<file path="config.mk">
export PLATFORM = sky130hd
export DESIGN_NAME = rlpr_ctrl
export DESIGN_NICKNAME = d
export VERILOG_FILES = /design/src/design/rlpr_pkg.sv /design/src/design/rlpr_ctrl.sv
export VERILOG_INCLUDE_DIRS = /design/src /design/src/design
export SDC_FILE = /design/constraint.sdc
export NUM_CORES = 1
export LEC_CHECK = 0
export ABC_AREA = 1
export BUFFER_PORTS_ARGS = -buffer_cell sky130_fd_sc_hd__buf_2
export CELL_PAD_IN_SITES_DETAIL_PLACEMENT = 0
export CELL_PAD_IN_SITES_GLOBAL_PLACEMENT = 1
export CORE_UTILIZATION = 33
export CTS_CLUSTER_SIZE = 30
export DETAILED_ROUTE_END_ITERATION = 8
export PLACE_DENSITY = 0.54
export SETUP_SLACK_MARGIN = 0.05
export SYNTH_ARGS = -nofsm -noshare
export SYNTH_HDL_FRONTEND = slang
export SYNTH_SLANG_ARGS = --single-unit
</file>
<file path="constraint.sdc">
create_clock -name pclk -period 8.4 [get_ports pclk]
set_clock_uncertainty 0.15 [all_clocks]
set_input_delay 0.84 -clock pclk [delete_from_list [all_inputs] [get_ports pclk]]
set_output_delay 0.84 -clock pclk [all_outputs]
set_load 0.02 [all_outputs]
</file>
<file path="src/design/rlpr_defines.svh">
// Register map, field positions, reset values and timing figures of the link controller
`ifndef RLPR_DEFINES_SVH
`define RLPR_DEFINES_SVH

`define RLPR_OFF_CTRL      8'h00
`define RLPR_OFF_NET       8'h04
`define RLPR_OFF_PORT      8'h08
`define RLPR_OFF_SELF      8'h0C
`define RLPR_OFF_STAT      8'h10
`define RLPR_OFF_TXD       8'h14
`define RLPR_OFF_LVL       8'h18

`define RLPR_PMODE_LSB     0
`define RLPR_PROTO_LSB     2
`define RLPR_RETRY_LSB     4
`define RLPR_TXPWR_LSB     6
`define RLPR_IFACE_LSB     9
`define RLPR_NETID_LSB     0
`define RLPR_HOP_LSB       16
`define RLPR_SDADDR_LSB    0
`define RLPR_BAUD_LSB      4

`define RLPR_CTRL_RST      32'h0000_0500
`define RLPR_NET_RST       32'h0000_0000
`define RLPR_PORT_RST      32'h0000_0000
`define RLPR_SELF_RST      32'h0000_0001

`define RLPR_CLK_MHZ       200
`define RLPR_LISTEN_MS     100
`define RLPR_PER_HALF_MS   500
`define RLPR_PER_ONE_MS    1000
`define RLPR_PER_FOUR_MS   4000
`define RLPR_HDR_HALF_MS   700
`define RLPR_HDR_ONE_MS    1200
`define RLPR_HDR_FOUR_MS   4200
`define RLPR_ACK_WAIT_MS   20
`define RLPR_MS_CYC        (`RLPR_CLK_MHZ * 1000)

`endif

</file>
<file path="src/design/rlpr_pkg.sv">
// Types shared by the link controller
package rlpr_pkg;
   typedef enum logic [1:0] {PM_ALWAYS, PM_HALF, PM_ONE, PM_FOUR} rlpr_pmode_t;
   typedef enum logic [1:0] {PR_TRANSP, PR_AWARE, PR_NODE, PR_SPARE} rlpr_proto_t;
   typedef enum logic [1:0] {RL_NONE, RL_LOW, RL_MED, RL_HIGH} rlpr_retry_t;
   typedef enum logic [2:0] {IF_SYNCDEV, IF_RS232, IF_USB, IF_ROUTER, IF_MEMASTER,
                             IF_SP5, IF_SP6, IF_SP7} rlpr_iface_t;
   typedef enum {S_IDLE, S_HDR, S_TX, S_ACKW, S_BACK} rlpr_state_t;

   typedef struct packed {
      logic [11:0] dest;
      logic [19:0] data;
   } rlpr_txreq_t;

   typedef struct packed {
      logic [11:0] src;
      logic [11:0] dest;
      logic [19:0] data;
   } rlpr_rfpkt_t;
endpackage

</file>
<file path="src/design/rlpr_ctrl.sv">
// Radio link controller: power duty cycle, wakeup header, acknowledged delivery with retries
// Contract
// - Half-second mode: receiver listens 100 ms every 0.5 s.
// - Half-second mode: first send after RF silence gets a 700 ms header.
// - One-second mode: receiver listens 100 ms every second.
// - One-second mode: first send after RF silence gets a 1.2 s header.
// - Four-second mode: receiver listens 100 ms every four seconds.
// - Four-second mode: first send after RF silence gets a 4.2 s header.
// - Unacknowledged packet is resent after a random delay.
// - Valid-CRC packet addressed to us is answered with an acknowledgement.
// - Retry level sets resends: none 0, low 3, medium 5, high 7.
// - Transparent mode forwards data uninterpreted; foreign protocols need retry none.
// - Protocol-aware mode takes the attached equipment address as RF identifier.
// - Acks and retries only in protocol-aware and addressable-node modes; the code also enables them in the spare protocol setting.
// - Transmit power selects 7, 15, 18, 21 or 24 dBm.
// - Sync device address applies only while that port mode is active.
// - Baud setting applies to the RS-232 port only while it is selected.
//
// Design decisions made here: the register addresses and the APB register port.
`timescale 1ns/1ps
`default_nettype none
`include "rlpr_defines.svh"

module rlpr_fifo
   import rlpr_pkg::*;
#(
   parameter int WIDTH = 32,
   parameter int DEPTH = 32
)(
   input  wire logic                     pclk,
   input  wire logic                     presetn,
   input  wire logic                     in_valid,
   output logic                          in_ready,
   input  wire logic [WIDTH-1:0]         in_data,
   output logic                          out_valid,
   input  wire logic                     out_ready,
   output logic [WIDTH-1:0]              out_data,
   output logic [$clog2(DEPTH):0]        level
);
   localparam int AW = $clog2(DEPTH);
   if (DEPTH < 2 || (1 << AW) != DEPTH)
      $error("rlpr_fifo: DEPTH must be a power of two");
   logic [WIDTH-1:0] mem_r [DEPTH];
   logic [AW:0]      wp_r;
   logic [AW:0]      rp_r;
   logic [AW:0]      wp_nxt;
   logic [AW:0]      rp_nxt;
   always_comb
   begin
      in_ready  = (wp_r - rp_r) != (AW+1)'(DEPTH);
      out_valid = wp_r != rp_r;
      out_data  = mem_r[rp_r[AW-1:0]];
      level     = wp_r - rp_r;
      wp_nxt    = wp_r + (AW+1)'(in_valid && in_ready);
      rp_nxt    = rp_r + (AW+1)'(out_valid && out_ready);
   end
   always_ff @(posedge pclk or negedge presetn)
   begin
      if (!presetn)
      begin
         wp_r <= '0;
         rp_r <= '0;
      end
      else
      begin
         wp_r <= wp_nxt;
         rp_r <= rp_nxt;
      end
   end
   always_ff @(posedge pclk)
   begin
      if (in_valid && in_ready)
         mem_r[wp_r[AW-1:0]] <= in_data;
   end
endmodule // rlpr_fifo

module rlpr_ctrl
   import rlpr_pkg::*;
#(
   parameter int MS_CYC     = `RLPR_MS_CYC,
   parameter int FIFO_DEPTH = 32
)(
   input  wire logic              pclk,
   input  wire logic              presetn,
   input  wire logic [7:0]        paddr,
   input  wire logic              psel,
   input  wire logic              penable,
   input  wire logic              pwrite,
   input  wire logic [31:0]       pwdata,
   output logic [31:0]            prdata,
   output logic                   pready,
   output logic                   pslverr,
   input  wire logic [11:0]       attached_addr,
   input  wire logic              rf_activity,
   output logic                   rf_tx_valid,
   input  wire logic              rf_tx_ready,
   output rlpr_rfpkt_t            rf_tx_pkt,
   output logic                   rf_wake_hdr,
   output logic                   rf_ack_valid,
   output rlpr_rfpkt_t            rf_ack_pkt,
   input  wire logic              rf_rx_valid,
   input  wire rlpr_rfpkt_t       rf_rx_pkt,
   input  wire logic              rf_rx_crc_ok,
   input  wire logic              rf_rx_is_ack,
   output logic                   rx_out_valid,
   output rlpr_rfpkt_t            rx_out_pkt,
   output logic                   rx_pwr_on,
   output logic [4:0]             tx_dbm,
   output logic [14:0]            rf_network_identifier,
   output logic [3:0]             channel_hop_order,
   output logic                   sync_device_port_mode,
   output logic [3:0]             sync_dev_addr,
   output logic                   rs232_sel,
   output logic [3:0]             rs232_baud
);
   if (MS_CYC < 2)
      $error("rlpr_ctrl: MS_CYC must be at least 2");
   localparam int PW = $clog2(MS_CYC);

   function automatic logic [12:0] period_ms(input rlpr_pmode_t m);
      unique case (m)
         PM_ALWAYS: period_ms = 13'd1;
         PM_HALF:   period_ms = 13'(`RLPR_PER_HALF_MS);
         PM_ONE:    period_ms = 13'(`RLPR_PER_ONE_MS);
         PM_FOUR:   period_ms = 13'(`RLPR_PER_FOUR_MS);
      endcase
   endfunction
   function automatic logic [12:0] hdr_ms(input rlpr_pmode_t m);
      unique case (m)
         PM_ALWAYS: hdr_ms = 13'd0;
         PM_HALF:   hdr_ms = 13'(`RLPR_HDR_HALF_MS);
         PM_ONE:    hdr_ms = 13'(`RLPR_HDR_ONE_MS);
         PM_FOUR:   hdr_ms = 13'(`RLPR_HDR_FOUR_MS);
      endcase
   endfunction
   function automatic logic [2:0] max_retry(input rlpr_retry_t l);
      unique case (l)
         RL_NONE: max_retry = 3'd0;
         RL_LOW:  max_retry = 3'd3;
         RL_MED:  max_retry = 3'd5;
         RL_HIGH: max_retry = 3'd7;
      endcase
   endfunction
   function automatic logic [4:0] dbm_of(input logic [2:0] s);
      case (s)
         3'h0:    dbm_of = 5'd7;
         3'h1:    dbm_of = 5'd15;
         3'h2:    dbm_of = 5'd18;
         3'h3:    dbm_of = 5'd21;
         default: dbm_of = 5'd24;
      endcase
   endfunction

   // Register bus
   logic [31:0]     ctrl_r, ctrl_nxt, net_r, net_nxt, port_r, port_nxt, self_r, self_nxt;
   logic [31:0]     prdata_r, prdata_nxt;
   logic            wr_acc, push, mapped;
   rlpr_state_t     state_r, state_nxt;
   logic [2:0]      retry_r, retry_nxt;
   logic [7:0]      drop_r, drop_nxt;
   logic            fifo_in_ready, fifo_out_valid, fifo_out_ready;
   rlpr_txreq_t     fifo_out;
   logic [$clog2(FIFO_DEPTH):0] fifo_level;
   logic            rx_pwr_r, rx_pwr_nxt;

   rlpr_pmode_t     pmode;
   rlpr_proto_t     proto;
   rlpr_retry_t     rlevel;
   rlpr_iface_t     iface;
   logic            acks_on;
   logic [11:0]     my_id;

   always_comb
   begin
      pmode   = rlpr_pmode_t'(ctrl_r[`RLPR_PMODE_LSB +: 2]);
      proto   = rlpr_proto_t'(ctrl_r[`RLPR_PROTO_LSB +: 2]);
      rlevel  = rlpr_retry_t'(ctrl_r[`RLPR_RETRY_LSB +: 2]);
      iface   = rlpr_iface_t'(ctrl_r[`RLPR_IFACE_LSB +: 3]);
      acks_on = proto != PR_TRANSP;
      my_id   = (proto == PR_AWARE) ? attached_addr : self_r[11:0];
   end

   always_comb
   begin
      mapped  = paddr inside {`RLPR_OFF_CTRL, `RLPR_OFF_NET, `RLPR_OFF_PORT, `RLPR_OFF_SELF,
                              `RLPR_OFF_STAT, `RLPR_OFF_TXD, `RLPR_OFF_LVL};
      push    = psel && penable && pwrite && paddr == `RLPR_OFF_TXD;
      pready  = !(push && !fifo_in_ready);
      pslverr = psel && penable && !mapped;
      wr_acc  = psel && penable && pwrite && pready;
      prdata  = prdata_r;
      ctrl_nxt = ctrl_r;
      net_nxt  = net_r;
      port_nxt = port_r;
      self_nxt = self_r;
      prdata_nxt = prdata_r;
      if (wr_acc)
      begin
         unique case (paddr)
            `RLPR_OFF_CTRL: ctrl_nxt = {20'h0, pwdata[11:0]};
            `RLPR_OFF_NET:  net_nxt  = {12'h0, pwdata[19:16], 1'b0, pwdata[14:0]};
            `RLPR_OFF_PORT: port_nxt = {24'h0, pwdata[7:0]};
            `RLPR_OFF_SELF: self_nxt = {20'h0, pwdata[11:0]};
            default: ;
         endcase
      end
      if (psel && !penable && !pwrite)
      begin
         unique case (paddr)
            `RLPR_OFF_CTRL: prdata_nxt = ctrl_r;
            `RLPR_OFF_NET:  prdata_nxt = net_r;
            `RLPR_OFF_PORT: prdata_nxt = port_r;
            `RLPR_OFF_SELF: prdata_nxt = self_r;
            `RLPR_OFF_STAT: prdata_nxt = {16'h0, drop_r, 1'b0, retry_r, 1'b0,
                                          state_r == S_ACKW, state_r == S_HDR, rx_pwr_r};
            `RLPR_OFF_LVL:  prdata_nxt = 32'(fifo_level);
            default:        prdata_nxt = 32'h0000_0000;
         endcase
      end
   end

   always_ff @(posedge pclk or negedge presetn)
   begin
      if (!presetn)
      begin
         ctrl_r   <= `RLPR_CTRL_RST;
         net_r    <= `RLPR_NET_RST;
         port_r   <= `RLPR_PORT_RST;
         self_r   <= `RLPR_SELF_RST;
         prdata_r <= 32'h0000_0000;
      end
      else
      begin
         ctrl_r   <= ctrl_nxt;
         net_r    <= net_nxt;
         port_r   <= port_nxt;
         self_r   <= self_nxt;
         prdata_r <= prdata_nxt;
      end
   end

   // Settings steered to the radio and the serial ports
   always_comb
   begin
      tx_dbm                = dbm_of(ctrl_r[`RLPR_TXPWR_LSB +: 3]);
      rf_network_identifier = net_r[`RLPR_NETID_LSB +: 15];
      channel_hop_order     = net_r[`RLPR_HOP_LSB +: 4];
      sync_device_port_mode = iface == IF_SYNCDEV;
      sync_dev_addr = sync_device_port_mode ? port_r[`RLPR_SDADDR_LSB +: 4] : 4'h0;
      rs232_sel     = iface == IF_RS232;
      rs232_baud    = rs232_sel ? port_r[`RLPR_BAUD_LSB +: 4] : 4'h0;
   end

   rlpr_fifo #(.WIDTH($bits(rlpr_txreq_t)), .DEPTH(FIFO_DEPTH)) u_txq (
      .pclk      (pclk),
      .presetn   (presetn),
      .in_valid  (push),
      .in_ready  (fifo_in_ready),
      .in_data   (pwdata),
      .out_valid (fifo_out_valid),
      .out_ready (fifo_out_ready),
      .out_data  (fifo_out),
      .level     (fifo_level)
   );

   // Link engine
   logic [PW-1:0]   pre_r, pre_nxt;
   logic            tick;
   logic [12:0]     phase_r, phase_nxt, idle_r, idle_nxt, cnt_r, cnt_nxt;
   logic [15:0]     lfsr_r, lfsr_nxt;
   rlpr_rfpkt_t     cur_r, cur_nxt, ack_pkt_r, ack_pkt_nxt, rx_pkt_r, rx_pkt_nxt;
   logic            ack_v_r, ack_v_nxt, rx_v_r, rx_v_nxt, quiet, ack_hit, for_me;

   always_comb
   begin
      tick      = pre_r == PW'(MS_CYC - 1);
      pre_nxt   = tick ? '0 : pre_r + 1'b1;
      lfsr_nxt  = {lfsr_r[14:0], lfsr_r[15] ^ lfsr_r[13] ^ lfsr_r[12] ^ lfsr_r[10]};
      phase_nxt = phase_r;
      if (pmode == PM_ALWAYS)
         phase_nxt = 13'd0;
      else if (tick)
         phase_nxt = (phase_r + 13'd1 >= period_ms(pmode)) ? 13'd0 : phase_r + 13'd1;
      quiet    = idle_r >= period_ms(pmode);
      idle_nxt = idle_r;
      if (rf_activity || rf_rx_valid || state_r inside {S_HDR, S_TX})
         idle_nxt = 13'd0;
      else if (tick && idle_r != 13'h1FFF)
         idle_nxt = idle_r + 13'd1;
      // Receiver on through the listen window and while a reply is due
      rx_pwr_nxt = pmode == PM_ALWAYS
                || phase_r < 13'(`RLPR_LISTEN_MS)
                || state_r == S_ACKW;
      for_me  = rf_rx_valid && rf_rx_crc_ok && rf_rx_pkt.dest == my_id;
      ack_hit = for_me && rf_rx_is_ack && rf_rx_pkt.src == cur_r.dest;
      ack_v_nxt   = for_me && !rf_rx_is_ack && acks_on;
      ack_pkt_nxt = ack_pkt_r;
      if (ack_v_nxt)
         ack_pkt_nxt = '{src: my_id, dest: rf_rx_pkt.src, data: 20'h0};
      // Transparent mode passes every frame through untouched
      rx_v_nxt   = acks_on ? (for_me && !rf_rx_is_ack) : rf_rx_valid;
      rx_pkt_nxt = rf_rx_valid ? rf_rx_pkt : rx_pkt_r;
      fifo_out_ready = state_r == S_IDLE;
      state_nxt = state_r;
      cur_nxt   = cur_r;
      cnt_nxt   = (tick && cnt_r != 13'd0) ? cnt_r - 13'd1 : cnt_r;
      retry_nxt = retry_r;
      drop_nxt  = drop_r;
      unique case (state_r)
         S_IDLE:
            if (fifo_out_valid)
            begin
               cur_nxt   = '{src: my_id, dest: fifo_out.dest, data: fifo_out.data};
               retry_nxt = 3'd0;
               if (pmode != PM_ALWAYS && quiet)
               begin
                  state_nxt = S_HDR;
                  cnt_nxt   = hdr_ms(pmode);
               end
               else
                  state_nxt = S_TX;
            end
         S_HDR:
            if (tick && cnt_r == 13'd0)
               state_nxt = S_TX;
         S_TX:
            if (rf_tx_ready)
            begin
               if (acks_on)
               begin
                  state_nxt = S_ACKW;
                  cnt_nxt   = 13'(`RLPR_ACK_WAIT_MS);
               end
               else
                  state_nxt = S_IDLE;
            end
         S_ACKW:
            if (ack_hit)
               state_nxt = S_IDLE;
            else if (tick && cnt_r == 13'd0)
            begin
               if (retry_r < max_retry(rlevel))
               begin
                  state_nxt = S_BACK;
                  retry_nxt = retry_r + 3'd1;
                  cnt_nxt   = {8'h0, lfsr_r[4:0]} + 13'd1;
               end
               else
               begin
                  state_nxt = S_IDLE;
                  drop_nxt  = drop_r + 8'd1;
               end
            end
         S_BACK:
            if (tick && cnt_r == 13'd0)
               state_nxt = S_TX;
      endcase
      rf_tx_valid  = state_r == S_TX;
      rf_tx_pkt    = cur_r;
      rf_wake_hdr  = state_r == S_HDR;
      rf_ack_valid = ack_v_r;
      rf_ack_pkt   = ack_pkt_r;
      rx_out_valid = rx_v_r;
      rx_out_pkt   = rx_pkt_r;
      rx_pwr_on    = rx_pwr_r;
   end

   always_ff @(posedge pclk or negedge presetn)
   begin
      if (!presetn)
      begin
         pre_r     <= '0;
         phase_r   <= 13'd0;
         idle_r    <= 13'h1FFF;
         cnt_r     <= 13'd0;
         lfsr_r    <= 16'hACE1;
         state_r   <= S_IDLE;
         cur_r     <= '0;
         retry_r   <= 3'd0;
         drop_r    <= 8'h00;
         ack_v_r   <= 1'b0;
         ack_pkt_r <= '0;
         rx_v_r    <= 1'b0;
         rx_pkt_r  <= '0;
         rx_pwr_r  <= 1'b1;
      end
      else
      begin
         pre_r     <= pre_nxt;
         phase_r   <= phase_nxt;
         idle_r    <= idle_nxt;
         cnt_r     <= cnt_nxt;
         lfsr_r    <= lfsr_nxt;
         state_r   <= state_nxt;
         cur_r     <= cur_nxt;
         retry_r   <= retry_nxt;
         drop_r    <= drop_nxt;
         ack_v_r   <= ack_v_nxt;
         ack_pkt_r <= ack_pkt_nxt;
         rx_v_r    <= rx_v_nxt;
         rx_pkt_r  <= rx_pkt_nxt;
         rx_pwr_r  <= rx_pwr_nxt;
      end
   end
endmodule // rlpr_ctrl

`default_nettype wire

</file>
==> qor.txt, run 1 <==
DP Cell Count: 7016
Final setup viols: 0
Main synth FF type: edfxtp_1
GPL Wtd Cong: 0.853
CTS Hold Bufs: 1
Post-CTS Resized: 0
Yosys cell types: 51
Worst EP required: 8640 ps
Critical path class: reg2reg
Worst skew pair latency: 820 ps
Synth area leader: edfxtp_1
Post-CTS setup buffers: 0
Register area share after synthesis: 0.700
Comb power frac: 0.286
Top post-synthesis cells by area: edfxtp_1 57%, dfrtp_1 12%, o21ai_0 7.7%, nor2_1 5.6%, nand2_1 3.9%
Max-slew violations: 0
CP Max Fanout: 48
Final hold vios: 0
Num rows: 148
Fmax: 209 MHz
Fin crit period: 4770 ps
Die Area: 166000 µm²
Die H: 407 µm
Setup crit start: u_txq.rp_r[3]$_DFF_PN0_
Post-DR wirelength/cell: 24.9 µm
Nets: 5138
Share of layout cells above drive strength 1: 0.127
CORE AREA: 163000 µm²
Post-synth ARST share: 0.218
Static leakage: 23.1 nW
Root buf cell: clkbuf_16
Clock share of power: 0.341
Routed Antenna Nets: 0
Initial Utilization: 0.333
Area grow syn2layout: 16.6%
P_sw: 0.00752 W
Vias: 37600
Slew headroom: 0.178
Post-route non-filler standard cell count: 7294
DP Wirelength: 110000 µm
Worst-path clk slew: 60 ps
Max IR drop VDD: 0.000274 V
CTS buffer count: 149
Pwr Density: 320 nW/µm²
Fin crit share: 0.568
Yosys warning count: 0
Seq pwr share: 0.372
Status: complete, no violations
Slew @ Worst Pin: 1230 ps
Internal cell power: 0.0127 W
Die W: 407 µm
TritonCTS clock tree: yes
GRT Util Overall: 0.215
Pre-antenna DRT Iters: 7
Post-synthesis register bit count: 1309
RSZ-0062 raised after global routing: false
Clock sink count: 1309
Ports: 311
Worst Path Arrival: 5020 ps
Vias in the first global route: 36200
Grt ovf: 0
DRT Wirelength: 182000 µm
Syn_area_per_cell: 11.4 µm²
First-pass GRT wire length: 263000 µm
Hold Crit Class: in2reg
Yosys top cell area share: 0.568
Sw frac: 0.372
Initial antenna violation count: 10
Crit. End Element: flop
Max Cap Viol: 0
H-tree levels: 4
Hold wc startpoint: rf_rx_pkt[5]
I/O Buffers: 278
Worst R2R Start: u_txq.rp_r[3]$_DFF_PN0_
Pwr Total: 0.0202 W
Setup TNS: 0 ps
Startpoint types: flop
Post-synth EDFFs: 1024
Drc violations: 0
Synthesized area: 54200 µm²
Setup ws final: 3630 ps
Largest net degree at the start of global routing: 185
Syn Inst Count: 4767
DP Worst Slack: 3610 ps
Via density: 5.15
DR iter-0 viols: 3603
Clock tree buffer depth: 3
## state kept, by name (all words and copies together) (netlist names), 16 cells and up
signal       flops
u_txq.mem_r   1024
rf_tx_pkt       44
rx_out_pkt      44
rf_ack_pkt      24
prdata          20
net_r           19
pre_r           18
lfsr_r          16
## routing by layer
metal  up-vias  routed length, µm  global-route usage
met4         6               3230              0.0486
met2      1002              86300               0.351
met3       211               8180              0.0305
met1     19000              83700               0.303
met5         -                 34                   0
li1      17400                  -                   -
## power by group through the flow
stage                     Sequential (W)  Clock [W]  Combinational [W]
after floorplan                  0.00749          0            0.00340
after global placement           0.00766          0            0.00584
after detailed placement         0.00765          0            0.00583
after CTS                        0.00752    0.00706            0.00584
after global routing             0.00754    0.00727            0.00632
final                            0.00752    0.00690            0.00578
## cells by family (layout without fill, tap and decap cells)
logic type	Yosys count	in the layout	share of synthesized area
buffers and inverters	532	851	0.0404
DFF	1309	1309	0.700
adders and majority gates	39	39	0.00915
xor gates and xnor gates	58	58	0.00938
other	1	34	0.0000692
AOI/OAI and AO/OA	1253	1253	0.125
and+or+nand+nor	1575	1575	0.116
## synth_stat cells, drive strengths merged (2+ instances only)
cell type / n
clkinv: 2
nor3b: 4
clkbuf: 227
a21boi: 2
or2: 4
a221oi: 6
ha: 38
xnor2: 11
buf: 69
a21oi: 39
nor3: 37
xor2: 47
a31oi: 10
dfrtp: 260
o31ai: 2
inv: 234
o21a: 3
o22ai: 321
edfxtp: 1024
dfstp: 25
o211ai: 5
o21ai: 855
nor4: 8
nand4: 37
nor2: 815
o311ai: 3
nand3: 102
nand3b: 3
and3: 2
nand2: 561
## placed cells by master, fill, tap and decap left out, drive strengths merged, types with 2 or more instances in the layout
cell type,netlist,final
edfxtp,1024,1024
o21ai,855,855
nor2,815,815
nand2,561,561
buf,69,339
o22ai,321,321
dfrtp,260,260
inv,234,238
clkbuf,227,205
nand3,102,102
xor2,47,47
clkinv,2,46
a21oi,39,39
ha,38,38
nand4,37,37
nor3,37,37
conb,1,32
dfstp,25,25
bufinv,0,18
xnor2,11,11
a31oi,10,10
nor4,8,8
a221oi,6,6
o211ai,5,5
or2,4,4
clkinvlp,0,4
nor3b,4,4
nand3b,3,3
o21a,3,3
o311ai,3,3
diode,0,2
a21boi,2,2
and3,2,2
o31ai,2,2
## worst max-delay path, cell delays in order (launching register included)
cell and delay, ps:
dfrtp_4 790, inv_2 450, ha_1 520, nand3_1 100
nand2_1 90, xor2_1 210, nor4_1 90, nand2_1 80
nand2_1 130, nor2_1 170, nand2_1 470, nor2_4 1060
## area by class of cell
class | count | area (µm²)
Clock buffer | 205 | 4140
Timing Repair Buffer | 340 | 1890
Sequential cell | 1309 | 37900
Multi-Input combinational cell | 2957 | 14400
Inverter | 236 | 906
Clock inverter | 70 | 1110
Tap cell | 2175 | 2720
Fill cell | 15900 | 99600
Antenna cell | 2 | 5.00
## worst paths after layout
check,slack (ps),to,cells after the start
max,3630,u_txq.mem_r[12][24]$_DFFE_PP_,11
min,100,rx_out_pkt[5]$_DFFE_PN0P_,3
max reg2reg,3630,u_txq.mem_r[12][24]$_DFFE_PP_,11
min reg2reg,190,lfsr_r[6]$_DFF_PN1_,0
max in group asynchronous,5970,rx_out_pkt[11]$_DFFE_PN0P_,4
min in group asynchronous,460,pre_r[9]$_DFF_PN0_,2
## per-stage QoR
step                      hold WS, ps   util  area, µm²
after floorplan                   181      -      54300
after global placement            187  0.356      57900
after detailed placement          192  0.356      57900
after CTS                        40.4  0.388      63100
after global routing             80.9  0.388      63100
final                             101  0.388      63200
No activity file was read; power rests on OpenSTA's default activity.
==> run 2, diff against run 1 <==
- PLACE_DENSITY: 0.54 -> 0.56
- clock period: 8.4 -> 3.9 ns (I/O delays scaled with it)
==> run 2 against run 1 <==
  * Sequential share of layout area fell by 2.1 points
  * Hold slack got worse by 66 ps
  * Fmax rose by 27%
==> qor.txt, run 2 (synthesized netlist as in run 1, its figures left out) <==
Slew @ Worst Pin: 1180 ps (was 1230 ps)
Max IR drop VDD: 0.000730 V (was 0.000274 V)
Routed Antenna Nets: 0 (unchanged)
M2 GR Usage: 0.341 (was 0.351)
Die Area: 166000 µm² (unchanged)
Max Cap Viol: 0 (unchanged)
First-pass GRT wire length: 263000 µm (about the same)
Pre-antenna DRT Iters: 6 (was 7)
Clock sink count: 1309 (unchanged)
Internal cell power: 0.0275 W (was 0.0127 W)
Commonest non-fill, non-tap cell in the layout: edfxtp_1 (unchanged)
Final hold vios: 0 (unchanged)
Final setup viols: 0 (unchanged)
Die H: 407 µm (unchanged)
Vias: 38700 (was 37600)
Most frequent cells in the layout: 1024 x edfxtp_1, 830 x o21ai_0, 781 x nor2_1, 560 x nand2_1, 321 x o22ai_1 (was 1024 x edfxtp_1, 831 x o21ai_0, 781 x nor2_1, 560 x nand2_1, 321 x o22ai_1)
Max reg flops: 1024 (unchanged)
Static leakage: 24.3 nW (was 23.1 nW)
Nets: 5388 (was 5138)
Global route hottest layer: met2 (unchanged)
GRT Util Overall: 0.214 (was 0.215)
CP Max Fanout: 22 (was 48)
Worst-path clk slew: 60 ps (about the same)
Sw frac: 0.360 (was 0.372)
Fin crit share: 0.966 (was 0.568)
Vias in the first global route: 37700 (was 36200)
H-tree levels: 4 (unchanged)
Initial antenna violation count: 8 (was 10)
Slew headroom: 0.209 (was 0.178)
Drc violations: 0 (unchanged)
Share of layout cells above drive strength 1: 0.150 (was 0.127)
Die W: 407 µm (unchanged)
Comb power frac: 0.303 (was 0.286)
I/O Buffers: 278 (unchanged)
RSZ-0062 raised after global routing: true (was false)
DP Wirelength: 110000 µm (about the same)
Fmax: 266 MHz (was 209 MHz)
Ports: 311 (unchanged)
Initial Utilization: 0.333 (unchanged)
DRT Wirelength: 181000 µm (was 182000 µm)
Startpoint types: flop (unchanged)
Num rows: 148 (unchanged)
Worst skew pair latency: 780 ps (was 820 ps)
Worst EP required: 4220 ps (was 8640 ps)
Root buf cell: clkbuf_16 (unchanged)
Max-slew violations: 0 (unchanged)
Crit. End Element: flop (unchanged)
Hold Crit Class: in2reg (unchanged)
P_sw: 0.0155 W (was 0.00752 W)
Largest net degree at the start of global routing: 186 (was 185)
DR iter-0 viols: 3366 (was 3603)
CORE AREA: 163000 µm² (unchanged)
Critical path class: reg2reg (unchanged)
Status: complete, no violations (unchanged)
Pwr Density: 657 nW/µm² (was 320 nW/µm²)
Setup TNS: 0 ps (unchanged)
Met3 Resource Use GR: 0.0363 (was 0.0305)
TritonCTS clock tree: yes (unchanged)
Area grow syn2layout: 20.7% (was 16.6%)
Clock share of power: 0.330 (was 0.341)
CTS buffer count: 151 (was 149)
Hold WS: 34.5 ps (was 101 ps)
Seq pwr share: 0.368 (was 0.372)
Post-DR wirelength/cell: 24.0 µm (was 24.9 µm)
Grt met1 use: 0.301 (was 0.303)
Clock tree buffer depth: 3 (unchanged)
Fin crit period: 3770 ps (was 4770 ps)
Grt ovf: 0 (unchanged)
Worst Path Arrival: 4080 ps (was 5020 ps)
Pwr Total: 0.0430 W (was 0.0202 W)
GPL Wtd Cong: 0.817 (was 0.853)
Via density: 5.13 (was 5.15)
run 2: path summary, 6_finish.rpt:
kind                                          from                             to  slack, ps  depth (start not counted)
setup / recovery           u_txq.wp_r[0]$_DFF_PN0_  u_txq.mem_r[23][25]$_DFFE_PP_        130                         14
hold / removal                          pwdata[12]  u_txq.mem_r[11][12]$_DFFE_PP_         30                          1
min in group asynchronous                  presetn     rx_out_pkt[43]$_DFFE_PN0P_        170                          2
setup reg to reg           u_txq.wp_r[0]$_DFF_PN0_  u_txq.mem_r[23][25]$_DFFE_PP_        130                         14
max in group asynchronous                  presetn          ctrl_r[8]$_DFFE_PN1P_       2490                          3
hold reg to reg                lfsr_r[9]$_DFF_PN0_           lfsr_r[10]$_DFF_PN1_        200                          0
run 2: stage by stage:
stage	std cells	setup slack (ps)	util	cell area (µm²)
finish	7547	134	0.402	65400
floorplan	4798	-210	-	54400
CTS	7501	59.9	0.399	65000
global route	7544	-96.6	0.402	65400
detailed placement	7108	-111	0.362	58900
global placement	7108	-175	0.362	58900
run 2: cell type report:
cell class,count,area (µm²)
inverter,236,903
fill,15600,97400
sequential,1309,37900
clock buffer,192,4070
timing repair buffer,588,4430
tap,2175,2720
multi-input combinational,2957,14400
antenna,3,7.51
clock inverter,87,902
run 2: power by group through the flow:
stage | sequential [W] | clock, W | combinational, W
floorplan | 0.0161 | 0 | 0.00732
global placement | 0.0161 | 0 | 0.0131
detailed placement | 0.0161 | 0 | 0.0130
CTS | 0.0158 | 0.0145 | 0.0131
global route | 0.0158 | 0.0150 | 0.0142
finish | 0.0158 | 0.0142 | 0.0130
run 2: timing repair:
| action | 4_1_cts | 5_1_grt |
|---|---|---|
| gates resized for setup | 6 | 0 |
| endpoints found under the hold margin | 325 | 0 |
| buffers inserted | 21 | 43 |
| endpoints found under the setup margin | 139 | 228 |
| pin swaps | 8 | 12 |
| hold buffers | 93 | 0 |
run 2: layer usage:
metal	wire length [µm]	part of all wire
met3	10400	0.057
met2	84100	0.46
met4	4490	0.025
met1	81900	0.45
met5	29	0.00016
run 2: worst max-delay path: stages (launching register included):
cell and delay [ps]:
dfrtp_1 380, inv_1 80, ha_1 150, inv_1 70, fa_1 410, nand3_1 90, nand2_1 80, xor2_1 190
nor4_1 100, nand2_1 80, nand2_1 140, nor2_1 200, nand2_1 180, nor2_4 920, buf_12 250
